**src/iodov_params.svh**
```systemverilog
`ifndef IODOV_PARAMS_SVH
`define IODOV_PARAMS_SVH

`define IODOV_NUM_PINS    3
`define IODOV_ADDR_W      16
`define IODOV_DATA_W      32
`define IODOV_CFG_IDX     16'h0469
`define IODOV_CFG_ADDR    (`IODOV_CFG_IDX * 16'h0004)
`define IODOV_FIELD_W     4
`define IODOV_EN_BIT      0
`define IODOV_VAL_BIT     1
`define IODOV_POL_BIT     2
`define IODOV_LANE_W      8
`define IODOV_EN_RST      1'b0
`define IODOV_VAL_RST     1'b0
`define IODOV_POL2_RST    1'b0
`define IODOV_STRAP_W     2

`endif

```
**src/iodov_pkg.sv**
```systemverilog
package iodov_pkg;

  typedef enum logic [1:0] {
    IODOV_RESP_OKAY   = 2'b00,
    IODOV_RESP_SLVERR = 2'b10
  } iodov_resp_e;

  typedef logic [2:0] iodov_pins_t;

endpackage

```
**src/iodov_strap_if.sv**
```systemverilog
`timescale 1ns/100ps
`include "iodov_params.svh"

interface iodov_strap_if;
  logic [`IODOV_STRAP_W-1:0] filt;

  modport sync_mp (output filt);
  modport core_mp (input filt);
endinterface

```
**src/iodov_strap_sync.sv**
```systemverilog
`timescale 1ns/100ps
`include "iodov_params.svh"

module iodov_strap_sync (
  input  wire logic                      mclk_i,   // System clock.
  input  wire logic [`IODOV_STRAP_W-1:0] strap_i,  // Bootstrap pins, asynchronous.
  iodov_strap_if.sync_mp                 strap     // Filtered strap levels.
);

  // The chain is not reset so the strap level keeps flowing while reset is held.
  logic [`IODOV_STRAP_W-1:0] s1_q;
  logic [`IODOV_STRAP_W-1:0] s2_q;
  logic [`IODOV_STRAP_W-1:0] s3_q;
  logic [`IODOV_STRAP_W-1:0] filt_q;
  logic [`IODOV_STRAP_W-1:0] filt_d;

  always_comb begin
    filt_d = filt_q;
    for (int b = 0; b < `IODOV_STRAP_W; b++) begin
      if (s2_q[b] == s3_q[b]) begin
        filt_d[b] = s2_q[b];
      end
    end
  end

  always_ff @(posedge mclk_i) begin
    s1_q   <= strap_i;
    s2_q   <= s1_q;
    s3_q   <= s2_q;
    filt_q <= filt_d;
  end

  assign strap.filt = filt_q;

endmodule

```
**src/iodov_indicator.sv**
```systemverilog
// Operation
// RULE1 - Polarity bit: 1 active high, 0 active low.
// RULE2 - Override enable 1 forces pin, 0 normal.
// RULE3 - Forced-level bit: 1 drives high, 0 low.
// RULE4 - Pins 0,1 polarity from straps; pin 2 zero.
// RULE5 - Override enable and value reset to zero.
// RULE6 - Forced level bypasses polarity inversion.
`timescale 1ns/100ps
`include "iodov_params.svh"

module iodov_indicator (
  input  wire logic                      mclk_i,            // System clock, 20 MHz.
  input  wire logic                      srst_i,            // Synchronous reset, active high.
  input  wire logic [`IODOV_STRAP_W-1:0] strap_i,           // Bootstrap pins for pins 0 and 1.
  input  wire logic [2:0]                src_i,             // Normal indication sources, active high.
  output logic                           indicator_out_0_o, // Indicator pin 0.
  output logic                           indicator_out_1_o, // Indicator pin 1.
  output logic                           indicator_out_2_o, // Indicator pin 2.
  input  wire logic [`IODOV_ADDR_W-1:0]  s_axi_awaddr_i,    // Write address.
  input  wire logic                      s_axi_awvalid_i,   // Write address valid.
  output logic                           s_axi_awready_o,   // Write address ready.
  input  wire logic [`IODOV_DATA_W-1:0]  s_axi_wdata_i,     // Write data.
  input  wire logic [3:0]                s_axi_wstrb_i,     // Write byte strobes.
  input  wire logic                      s_axi_wvalid_i,    // Write data valid.
  output logic                           s_axi_wready_o,    // Write data ready.
  output logic [1:0]                     s_axi_bresp_o,     // Write response.
  output logic                           s_axi_bvalid_o,    // Write response valid.
  input  wire logic                      s_axi_bready_i,    // Write response ready.
  input  wire logic [`IODOV_ADDR_W-1:0]  s_axi_araddr_i,    // Read address.
  input  wire logic                      s_axi_arvalid_i,   // Read address valid.
  output logic                           s_axi_arready_o,   // Read address ready.
  output logic [`IODOV_DATA_W-1:0]       s_axi_rdata_o,     // Read data.
  output logic [1:0]                     s_axi_rresp_o,     // Read response.
  output logic                           s_axi_rvalid_o,    // Read data valid.
  input  wire logic                      s_axi_rready_i     // Read data ready.
);

  iodov_strap_if strap ();

  iodov_strap_sync u_sync (
    .mclk_i  (mclk_i),
    .strap_i (strap_i),
    .strap   (strap.sync_mp)
  );

  iodov_pkg::iodov_pins_t en_q, en_d;
  iodov_pkg::iodov_pins_t val_q, val_d;
  iodov_pkg::iodov_pins_t pol_q, pol_d;
  iodov_pkg::iodov_pins_t ind_q, ind_d;

  logic                     aw_got_q, aw_got_d;
  logic                     w_got_q, w_got_d;
  logic [`IODOV_ADDR_W-1:0] awaddr_q, awaddr_d;
  logic [`IODOV_DATA_W-1:0] wdata_q, wdata_d;
  logic [3:0]               wstrb_q, wstrb_d;
  logic                     awready_q, awready_d;
  logic                     wready_q, wready_d;
  logic                     bvalid_q, bvalid_d;
  iodov_pkg::iodov_resp_e   bresp_q, bresp_d;
  logic                     arready_q, arready_d;
  logic                     rvalid_q, rvalid_d;
  logic [`IODOV_DATA_W-1:0] rdata_q, rdata_d;
  iodov_pkg::iodov_resp_e   rresp_q, rresp_d;

  logic                     do_wr;
  logic                     wr_hit;
  logic [`IODOV_DATA_W-1:0] cfg_word;

  assign do_wr  = aw_got_q && w_got_q && !bvalid_q;
  assign wr_hit = do_wr && (awaddr_q == `IODOV_CFG_ADDR);

  // Reserved bits of each nibble read as zero.
  always_comb begin
    cfg_word = '0;
    for (int i = 0; i < `IODOV_NUM_PINS; i++) begin
      cfg_word[i*`IODOV_FIELD_W + `IODOV_EN_BIT]  = en_q[i];
      cfg_word[i*`IODOV_FIELD_W + `IODOV_VAL_BIT] = val_q[i];
      cfg_word[i*`IODOV_FIELD_W + `IODOV_POL_BIT] = pol_q[i];
    end
  end

  // Configuration register and pin stage.
  always_comb begin
    en_d  = en_q;
    val_d = val_q;
    pol_d = pol_q;
    ind_d = ind_q;
    if (srst_i) begin
      en_d  = {`IODOV_NUM_PINS{`IODOV_EN_RST}};            // RULE5
      val_d = {`IODOV_NUM_PINS{`IODOV_VAL_RST}};           // RULE5
      pol_d = {`IODOV_POL2_RST, strap.filt};               // RULE4
    end else if (wr_hit) begin
      for (int i = 0; i < `IODOV_NUM_PINS; i++) begin
        if (wstrb_q[(i*`IODOV_FIELD_W)/`IODOV_LANE_W]) begin
          en_d[i]  = wdata_q[i*`IODOV_FIELD_W + `IODOV_EN_BIT];  // RULE2
          val_d[i] = wdata_q[i*`IODOV_FIELD_W + `IODOV_VAL_BIT]; // RULE3
          pol_d[i] = wdata_q[i*`IODOV_FIELD_W + `IODOV_POL_BIT]; // RULE1
        end
      end
    end
    for (int i = 0; i < `IODOV_NUM_PINS; i++) begin
      if (en_q[i]) begin                                   // RULE2
        ind_d[i] = val_q[i];                               // RULE3 RULE6
      end else begin
        ind_d[i] = pol_q[i] ? src_i[i] : !src_i[i];        // RULE1
      end
    end
  end

  // Write channel: address and data are held until both have arrived.
  always_comb begin
    aw_got_d = aw_got_q;
    w_got_d  = w_got_q;
    awaddr_d = awaddr_q;
    wdata_d  = wdata_q;
    wstrb_d  = wstrb_q;
    bvalid_d = bvalid_q;
    bresp_d  = bresp_q;
    if (s_axi_awvalid_i && awready_q) begin
      aw_got_d = 1'b1;
      awaddr_d = s_axi_awaddr_i;
    end
    if (s_axi_wvalid_i && wready_q) begin
      w_got_d = 1'b1;
      wdata_d = s_axi_wdata_i;
      wstrb_d = s_axi_wstrb_i;
    end
    if (do_wr) begin
      aw_got_d = 1'b0;
      w_got_d  = 1'b0;
      bvalid_d = 1'b1;
      bresp_d  = wr_hit ? iodov_pkg::IODOV_RESP_OKAY : iodov_pkg::IODOV_RESP_SLVERR;
    end else if (bvalid_q && s_axi_bready_i) begin
      bvalid_d = 1'b0;
    end
    awready_d = !aw_got_d && !bvalid_d;
    wready_d  = !w_got_d && !bvalid_d;
  end

  // Read channel: one read in flight, answered the cycle after it is taken.
  always_comb begin
    rvalid_d = rvalid_q;
    rdata_d  = rdata_q;
    rresp_d  = rresp_q;
    if (s_axi_arvalid_i && arready_q) begin
      rvalid_d = 1'b1;
      if (s_axi_araddr_i == `IODOV_CFG_ADDR) begin
        rdata_d = cfg_word;
        rresp_d = iodov_pkg::IODOV_RESP_OKAY;
      end else begin
        rdata_d = '0;
        rresp_d = iodov_pkg::IODOV_RESP_SLVERR;
      end
    end else if (rvalid_q && s_axi_rready_i) begin
      rvalid_d = 1'b0;
    end
    arready_d = !rvalid_d;
  end

  always_ff @(posedge mclk_i) begin
    en_q  <= en_d;
    val_q <= val_d;
    pol_q <= pol_d;
    ind_q <= ind_d;
    if (srst_i) begin
      aw_got_q  <= 1'b0;
      w_got_q   <= 1'b0;
      awaddr_q  <= '0;
      wdata_q   <= '0;
      wstrb_q   <= '0;
      awready_q <= 1'b0;
      wready_q  <= 1'b0;
      bvalid_q  <= 1'b0;
      bresp_q   <= iodov_pkg::IODOV_RESP_OKAY;
      arready_q <= 1'b0;
      rvalid_q  <= 1'b0;
      rdata_q   <= '0;
      rresp_q   <= iodov_pkg::IODOV_RESP_OKAY;
    end else begin
      aw_got_q  <= aw_got_d;
      w_got_q   <= w_got_d;
      awaddr_q  <= awaddr_d;
      wdata_q   <= wdata_d;
      wstrb_q   <= wstrb_d;
      awready_q <= awready_d;
      wready_q  <= wready_d;
      bvalid_q  <= bvalid_d;
      bresp_q   <= bresp_d;
      arready_q <= arready_d;
      rvalid_q  <= rvalid_d;
      rdata_q   <= rdata_d;
      rresp_q   <= rresp_d;
    end
  end

  assign indicator_out_0_o = ind_q[0];
  assign indicator_out_1_o = ind_q[1];
  assign indicator_out_2_o = ind_q[2];
  assign s_axi_awready_o   = awready_q;
  assign s_axi_wready_o    = wready_q;
  assign s_axi_bvalid_o    = bvalid_q;
  assign s_axi_bresp_o     = bresp_q;
  assign s_axi_arready_o   = arready_q;
  assign s_axi_rvalid_o    = rvalid_q;
  assign s_axi_rdata_o     = rdata_q;
  assign s_axi_rresp_o     = rresp_q;

  for (genvar g = 0; g < `IODOV_NUM_PINS; g++) begin : g_chk
    forced_level_a : assert property (@(posedge mclk_i) disable iff (srst_i) // RULE3
      en_q[g] |=> ind_q[g] == $past(val_q[g]))
      else $error("forced level not on pin");
    normal_polarity_a : assert property (@(posedge mclk_i) disable iff (srst_i) // RULE1
      !en_q[g] |=> ind_q[g] == ($past(src_i[g]) ^ !$past(pol_q[g])))
      else $error("normal source polarity wrong");
    no_invert_a : assert property (@(posedge mclk_i) disable iff (srst_i) // RULE6
      (en_q[g] && !pol_q[g] && val_q[g]) |=> ind_q[g])
      else $error("forced level was inverted");
  end

  reset_clear_a : assert property (@(posedge mclk_i) // RULE5
    srst_i |=> (en_q == '0) && (val_q == '0) && !pol_q[2])
    else $error("override bits not cleared by reset");

  // Checked at release only: the strap chain has no reset, so it is unknown for the first edges after power-up.
  strap_load_a : assert property (@(posedge mclk_i) // RULE4
    $fell(srst_i) |-> pol_q[1:0] == $past(strap.filt))
    else $error("polarity not loaded from straps");

  enable_write_a : assert property (@(posedge mclk_i) disable iff (srst_i) // RULE2
    (wr_hit && wstrb_q[(2*`IODOV_FIELD_W)/`IODOV_LANE_W]) |=>
      en_q[2] == $past(wdata_q[2*`IODOV_FIELD_W + `IODOV_EN_BIT]))
    else $error("override enable not written");

  write_resp_a : assert property (@(posedge mclk_i) disable iff (srst_i)
    (s_axi_awvalid_i && awready_q && s_axi_wvalid_i && wready_q) |=> ##1 bvalid_q)
    else $error("write response late");

endmodule

```
**config.mk**
```make
export PLATFORM = sky130hd
export DESIGN_NAME = iodov_indicator
export DESIGN_NICKNAME = d
export VERILOG_FILES = /design/src/iodov_pkg.sv /design/src/iodov_strap_if.sv /design/src/iodov_strap_sync.sv /design/src/iodov_indicator.sv
export VERILOG_INCLUDE_DIRS = /design/src
export SDC_FILE = /design/constraint.sdc
export NUM_CORES = 1
export LEC_CHECK = 0
export BUFFER_PORTS_ARGS = -buffer_cell sky130_fd_sc_hd__clkbuf_2
export CAP_MARGIN = 0
export CORE_MARGIN = 2
export CORE_UTILIZATION = 49
export CTS_CLUSTER_DIAMETER = 40
export DETAILED_ROUTE_END_ITERATION = 10
export PLACE_DENSITY = 0.89
export SYNTH_ARGS = -nofsm -noshare
export SYNTH_HDL_FRONTEND = slang
export SYNTH_SLANG_ARGS = --single-unit
```
**constraint.sdc**
```tcl
create_clock -name mclk_i -period 4.15 [get_ports mclk_i]
set_clock_uncertainty 0.2 [all_clocks]
set_input_delay 0.6225 -clock mclk_i [delete_from_list [all_inputs] [get_ports mclk_i]]
set_output_delay 0.6225 -clock mclk_i [all_outputs]
set_load 0.02 [all_outputs]
```
==> results.yml, run 1 <==
detailed_routing:
  wirelength_um: 4670
  drc: 0
  ant_nets: 0
  drt-pass1-iter-count: 4
  via_count: 2020
  wl_per_cell_um: 11.1
  via_per_inst: 4.80
  drt_iter0_markers: 105
timing:
  fmax_mhz: 567
  hold_viol_final: 0
  min_period_over_period: 0.425
  tns_ps: 0
  slew_headroom: 0.586
  worstMarginPinSlew_ps: 619
  drv_slew: 0
  rsz0062_at_grt: "false"
  setup_viol: 0
  holdWs_ps: 128
  fin_crit_ps: 1760
cells_and_area:
  final_common_cell: "clkbuf_2"
  fin_nets: 426
  layout_common_cells: "clkbuf_2 (73), nand2_1 (63), dfxtp_1 (61), a21oi_1 (36), conb_1 (25)"
  area_growth_syn_to_layout_pct: 20.1
  fin_util: 0.602
  drive_above_1_share: 0.265
  diodes: 0
  design_area_mm2: 0.00302
clock_network:
  clockBufferDepth: 2
  clkSinkCount: 65
  clkTransAtPathRegs_ps: 70
  cts_root_buf: "clkbuf_8"
  h-tree-depth: 3
  cts_tree: "yes"
  hold_buffers: 0
  numCtsBuffers: 9
  cts_resized: 0
  clk_latency_ps: 330
  cts_setup_buffers: 0
logic_synthesis:
  yosys_register_bits: 65
  synth_area_per_cell_um2: 9.03
  syn_area_mm2: 0.00251
  syn_inst: 278
  yosysSeqAreaShare: 0.534
  synth_cell_types: 31
  ys_warn_count: 0
critical_path:
  cp.arrival_ps: 1830
  crit_chain: "clkbuf_2, nand2_1, nor2_1, a32oi_1, nor2_1"
  end_kind: "register"
  cp_common_cell: "nor2_1"
  critPathMaxFanout: 12
  cp_slowest_cell: "nor2_1"
  critPathRequiredTime_ps: 4220
  worstSetupStartpointType: "input port"
  critPathMaxStageDelay_ps: 580
  criticalPathCategory: "input port to register"
place:
  postPlaceCellArea_mm2: 0.00280
  gp_congestion: 0.762
  portBuffers: 73
  hpwl_um: 3420
outcome:
  outcome: "finished, final reports clean"
global_routing:
  grt_usage: 0.175
  grt_pass1_vias: 1752
  grt_overflow: 0
  grt_max_degree: 36
  grt_pass1_wl_um: 7450
  antenna_found_initial: 0
floorplanning:
  chipHeight_um: 75.6
  ioPinCount: 124
  row_count: 26
  core_mm2: 0.00501
  die_w_um: 75.6
  die_area_mm2: 0.00571
  floorplan.initialDensity: 0.501
pwr:
  p_clk_frac: 0.419
  seqPwrFrac: 0.494
  p_switching_uw: 307
  p_int_uw: 1060
  peakVddDrop_mv: 0.233
  netSwitchingFraction: 0.225
  comb_power_share: 0.087
  leakage_uw: 0.00127
  p_per_area_mw_per_mm2: 452
flow_run:
  maxCapViolCount: 0
worst_hold_path:
  hold_path_class: "register to register"
## critical path, delay by kind of cell
kind                   cells  cell delay (ps)
AND/OR/NAND/NOR            3              920
AO/OA/AOI/OAI              1              190
buffers and inverters      1               90
## cell type report
cell class / instances / area, um2
Clock buffer: 13 / 149
Clock inverter: 3 / 65.1
Fill cell: 450 / 1990
Multi-Input combinational cell: 196 / 1000
Sequential cell: 65 / 1340
Tap cell: 70 / 87.6
Timing Repair Buffer: 74 / 373
## synthesized netlist by cell type
cell	instances	area [um2]
a211oi_1	2	15.0
a21oi_1	36	180
a32oi_1	9	78.8
and2_1	2	12.5
and3_1	1	6.26
and3b_1	1	8.76
and4_1	1	8.76
and4bb_2	2	25.0
buf_2	4	20.0
buf_4	25	188
buf_6	1	11.3
clkbuf_1	11	41.3
conb_1	1	3.75
dfxtp_1	61	1220
edfxtp_1	4	120
mux2_2	2	22.5
nand2_1	63	236
nand2b_1	1	6.26
nand4_1	8	50.1
nand4bb_1	1	11.3
nor2_1	16	60.1
nor2b_1	1	6.26
nor3_1	2	10.0
nor4_1	2	12.5
nor4_2	1	12.5
nor4b_1	3	26.3
nor4b_2	1	15.0
o21ai_0	10	50.1
o21bai_1	1	7.51
xnor2_1	2	17.5
xor2_1	3	26.3
## power groups by stage
stage / registers (uW) / clock network [uW] / logic, uW
final: 674 / 571 / 119
after global routing: 676 / 610 / 134
after CTS: 674 / 583 / 119
after detailed placement: 688 / 0 / 119
after global placement: 686 / 0 / 116
after floorplan: 694 / 0 / 87.9
## metal layers
metal	wire length [um]	up-vias	global-route usage
met1	2110	904	0.208
met2	2160	71	0.287
met4	70	0	0.0936
li1	-	1039	-
met3	331	6	0.0489
met5	0	-	0
## kinds of logic (layout without fill, tap and decap cells)
group,after synthesis,after routing,synth area share
and+or+nand+nor,106,106,0.202
DFF,65,65,0.534
other,1,25,0.00149
buffers and inverters,41,90,0.104
xor gates and xnor gates,5,5,0.0174
AOI/OAI and AO/OA,58,58,0.132
muxes,2,2,0.00897
## per-stage QoR
step / cells / worst slack (ps) / total power (uW)
floorplan: 302 / 2290 / 782
global placement: 405 / 2090 / 803
detailed placement: 405 / 2040 / 806
CTS: 421 / 2410 / 1380
global route: 421 / 2240 / 1420
finish: 421 / 2390 / 1360
## final timing paths
| path | start | endpoint | slack (ps) | cells past startpoint |
|---|---|---|---|---|
| worst min-delay path | u_sync.s1_q[1] | u_sync.s2_q[1] | 130 | 0 |
| worst min register to register | u_sync.s1_q[1] | u_sync.s2_q[1] | 130 | 0 |
| worst max register to register | s_axi_arready_o | s_axi_rdata_o[4] | 2410 | 4 |
| worst max-delay path | s_axi_arvalid_i | s_axi_rdata_o[4] | 2390 | 5 |
## registers in the layout, indices dropped and copies added, names as in the netlist, 3 cells and up
| register | count |
|---|---|
| val_q | 3 |
| pol_q | 3 |
| awaddr_q | 16 |
| en_q | 3 |
| ind_q | 3 |
| wdata_q | 9 |
| s_axi_rdata_o | 9 |
Note: power is estimated with default switching activity, not from simulation.
==> run 2: changes to the inputs <==
- ABC_AREA: default -> 1
- CORE_UTILIZATION: 49 -> 46
- PLACE_DENSITY: 0.89 -> 0.83
- clock period: 4.15 -> 1.68 ns (I/O delays scaled with it)
==> results.yml, run 2 <==
logic_synthesis:
  synth.area.top_cells: "dfxtp_1 (46%), buf_4 (7.1%), nor2_1 (6.7%)"
  yosys-mux-area-fraction: 0
  synth.most_common_cell: "dfxtp_1"
  synthSimpleGateAreaFrac: 0.217
  synth_compound_area_frac: 0.128
  synth_area_per_cell_um2: 8.34
  yosys_register_bits: 65
  syn_area_mm2: 0.00263
  synth_top_area_share: 0.465
  syn_inst: 315
  yosysSeqAreaShare: 0.511
  synth_top_family_by_area: "simple AND/OR/NAND/NOR gates"
  synth_top_flop_cell: "dfxtp_1"
  yosys-top-cells-count: "dfxtp_1 (61), nor2_1 (47), nand2_1 (35)"
  synthXorXnorAreaFrac: 0.0167
  ys_warn_count: 0
  synth_edf_count: 4
  synth_cell_types: 25
  synth_area_leader_cell: "dfxtp_1"
  synth_adder_area_share: 0
  async_flop_share: 0
worst_hold_path:
  hold_path.startpoint: "s_axi_wdata_i[4]"
  worstHoldPathCells: 3
  whs_endpoint: "wdata_q[4]"
  hold_path_class: "input port to register"
timing:
  tns_ps: 0
  setup_viol: 0
  min_period_over_period: 0.892
  drv_slew: 0
  holdWs_ps: 4.85
  rsz0062_at_grt: "false"
  fmax_mhz: 667
  fin_crit_ps: 1500
  hold_viol_final: 0
pwr:
  netSwitchingFraction: 0.228
  p_per_area_mw_per_mm2: 1100
  comb_power_share: 0.103
  p_clk_frac: 0.442
  p_switching_uw: 847
  leakage_uw: 0.00153
  peakVddDrop_mv: 0.715
  p_int_uw: 2870
  seqPwrFrac: 0.455
critical_path:
  reg2reg_depth: 6
  cp.arrival_ps: 1350
  crit_buf_inv: 0
  reg2reg_from: "w_got_q"
  cp_slowest_cell: "dfxtp_1"
  criticalPathCategory: "register to register"
  critPathRequiredTime_ps: 1530
  path_delay_family: "simple AND/OR/NAND/NOR gates"
  crit_chain: "nand2_2, nor2_4, nand3_4, nor2_8, nand2_1, nand2_1"
  cp_common_cell: "nand2_1"
  regToRegSetupSlack_ps: 180
  critPathMaxStageDelay_ps: 390
  critPathMaxFanout: 3
  r2r_end: "pol_q[0]"
  end_kind: "register"
  worstSetupStartpointType: "register"
clock_network:
  clkTransAtPathRegs_ps: 60
  numCtsBuffers: 9
  cts_root_buf: "clkbuf_8"
  h-tree-depth: 3
  clockBufferDepth: 2
  cts_tree: "yes"
  clkSinkCount: 65
  cts_resized: 0
  clk_latency_ps: 330
global_routing:
  grt_pass1_vias: 2152
  grt_pass1_wl_um: 8960
  grt_overflow: 0
  grt_usage: 0.181
  antenna_found_initial: 0
  grt_max_degree: 41
cells_and_area:
  largest_reg_flops: 16
  design_area_mm2: 0.00337
  diodes: 0
  drive_above_1_share: 0.263
  regMostFlops: "awaddr_q"
  final_common_cell: "clkbuf_2"
  layout_common_cells: "clkbuf_2 (73), dfxtp_1 (61), nor2_1 (47), nand2_1 (35)"
  area_growth_syn_to_layout_pct: 28.5
  fin_util: 0.613
  fin_nets: 486
floorplanning:
  ioPinCount: 124
  chipHeight_um: 79.6
  row_count: 27
  floorplan.initialDensity: 0.477
  die_w_um: 79.6
  core_mm2: 0.00551
  die_area_mm2: 0.00633
detailed_routing:
  drt-pass1-iter-count: 4
  drt_iter0_markers: 82
  wl_per_cell_um: 11.2
  ant_nets: 0
  drc: 0
  via_count: 2266
  wirelength_um: 5390
  via_per_inst: 4.69
place:
  hpwl_um: 3810
  portBuffers: 73
  gp_congestion: 0.824
  postPlaceCellArea_mm2: 0.00298
outcome:
  outcome: "finished, final reports clean"
flow_run:
  maxCapViolCount: 0
[run 2: changes by cell type after synthesis, moves of 9 or more]
cell | before | now
nand3_1 | 0 | 10
clkbuf_1 | 11 | 2
o21ai_0 | 10 | 33
inv_1 | 0 | 21
nor2_1 | 16 | 47
nand2_1 | 63 | 35
a32oi_1 | 9 | 0
[run 2: logic make-up after synthesis]
family          count (synthesis)
other cells                     1
buf+inv                        60
simple gates                  117
xor+xnor                        5
compound gates                 67
flops                          65
[run 2: how the worst max path moves through the flow]
stage	from	end	cells past startpoint	slack (ps)
after detailed placement	w_got_q	pol_q[0]	6	210
after CTS	w_got_q	pol_q[0]	6	180
after floorplan	s_axi_bvalid_o	pol_q[0]	5	240
after global placement	w_got_q	pol_q[0]	6	250
final	w_got_q	pol_q[0]	6	180
after global routing	w_got_q	pol_q[0]	6	90
[run 2: layout make-up]
cell class / count / area (um2)
Fill cell: 485 / 2130
Clock buffer: 11 / 153
Sequential cell: 65 / 1340
Inverter: 24 / 90.1
Multi-Input combinational cell: 214 / 1040
Timing Repair Buffer: 92 / 556
Tap cell: 72 / 90.1
Clock inverter: 5 / 100
[run 2: what timing repair did]
action / in CTS / in global routing
setup endpoints to repair: 0 / 0
setup buffers: 0 / 0
hold buffers: 14 / 0
endpoints found under the hold margin: 14 / 0
[run 2: routing by layer]
metal / up-vias / global-route usage / routed length (um)
li1: 1157 / - / -
met1: 1024 / 0.200 / 2340
met2: 77 / 0.326 / 2660
met3: 8 / 0.0328 / 289
met4: 0 / 0.0983 / 104
met5: - / 0 / 0
[run 2: worst register-to-register path, stage by stage, from the launching register on]
cell     delay [ps]
dfxtp_1         390
nand2_2         100
nor2_4          140
nand3_4         130
nor2_8          100
nand2_1          60
nand2_1         100
[run 2: power groups by stage]
| stage | Clock [uW] | Combinational (uW) | Sequential [uW] |
|---|---|---|---|
| after floorplan | 0 | 265 | 1730 |
| after global placement | 0 | 348 | 1720 |
| after detailed placement | 0 | 356 | 1720 |
| after CTS | 1650 | 384 | 1690 |
| after global routing | 1740 | 433 | 1700 |
| final | 1640 | 384 | 1690 |
[run 2: through the flow]
step           total power, uW  worst slack [ps]  instances
6_report                  3710               181        483
5_1_grt                   3860              92.6        483
4_1_cts                   3720               178        483
3_5_place_dp              2080               214        453
3_3_place_gp              2060               248        453
2_1_floorplan             2000               235        339
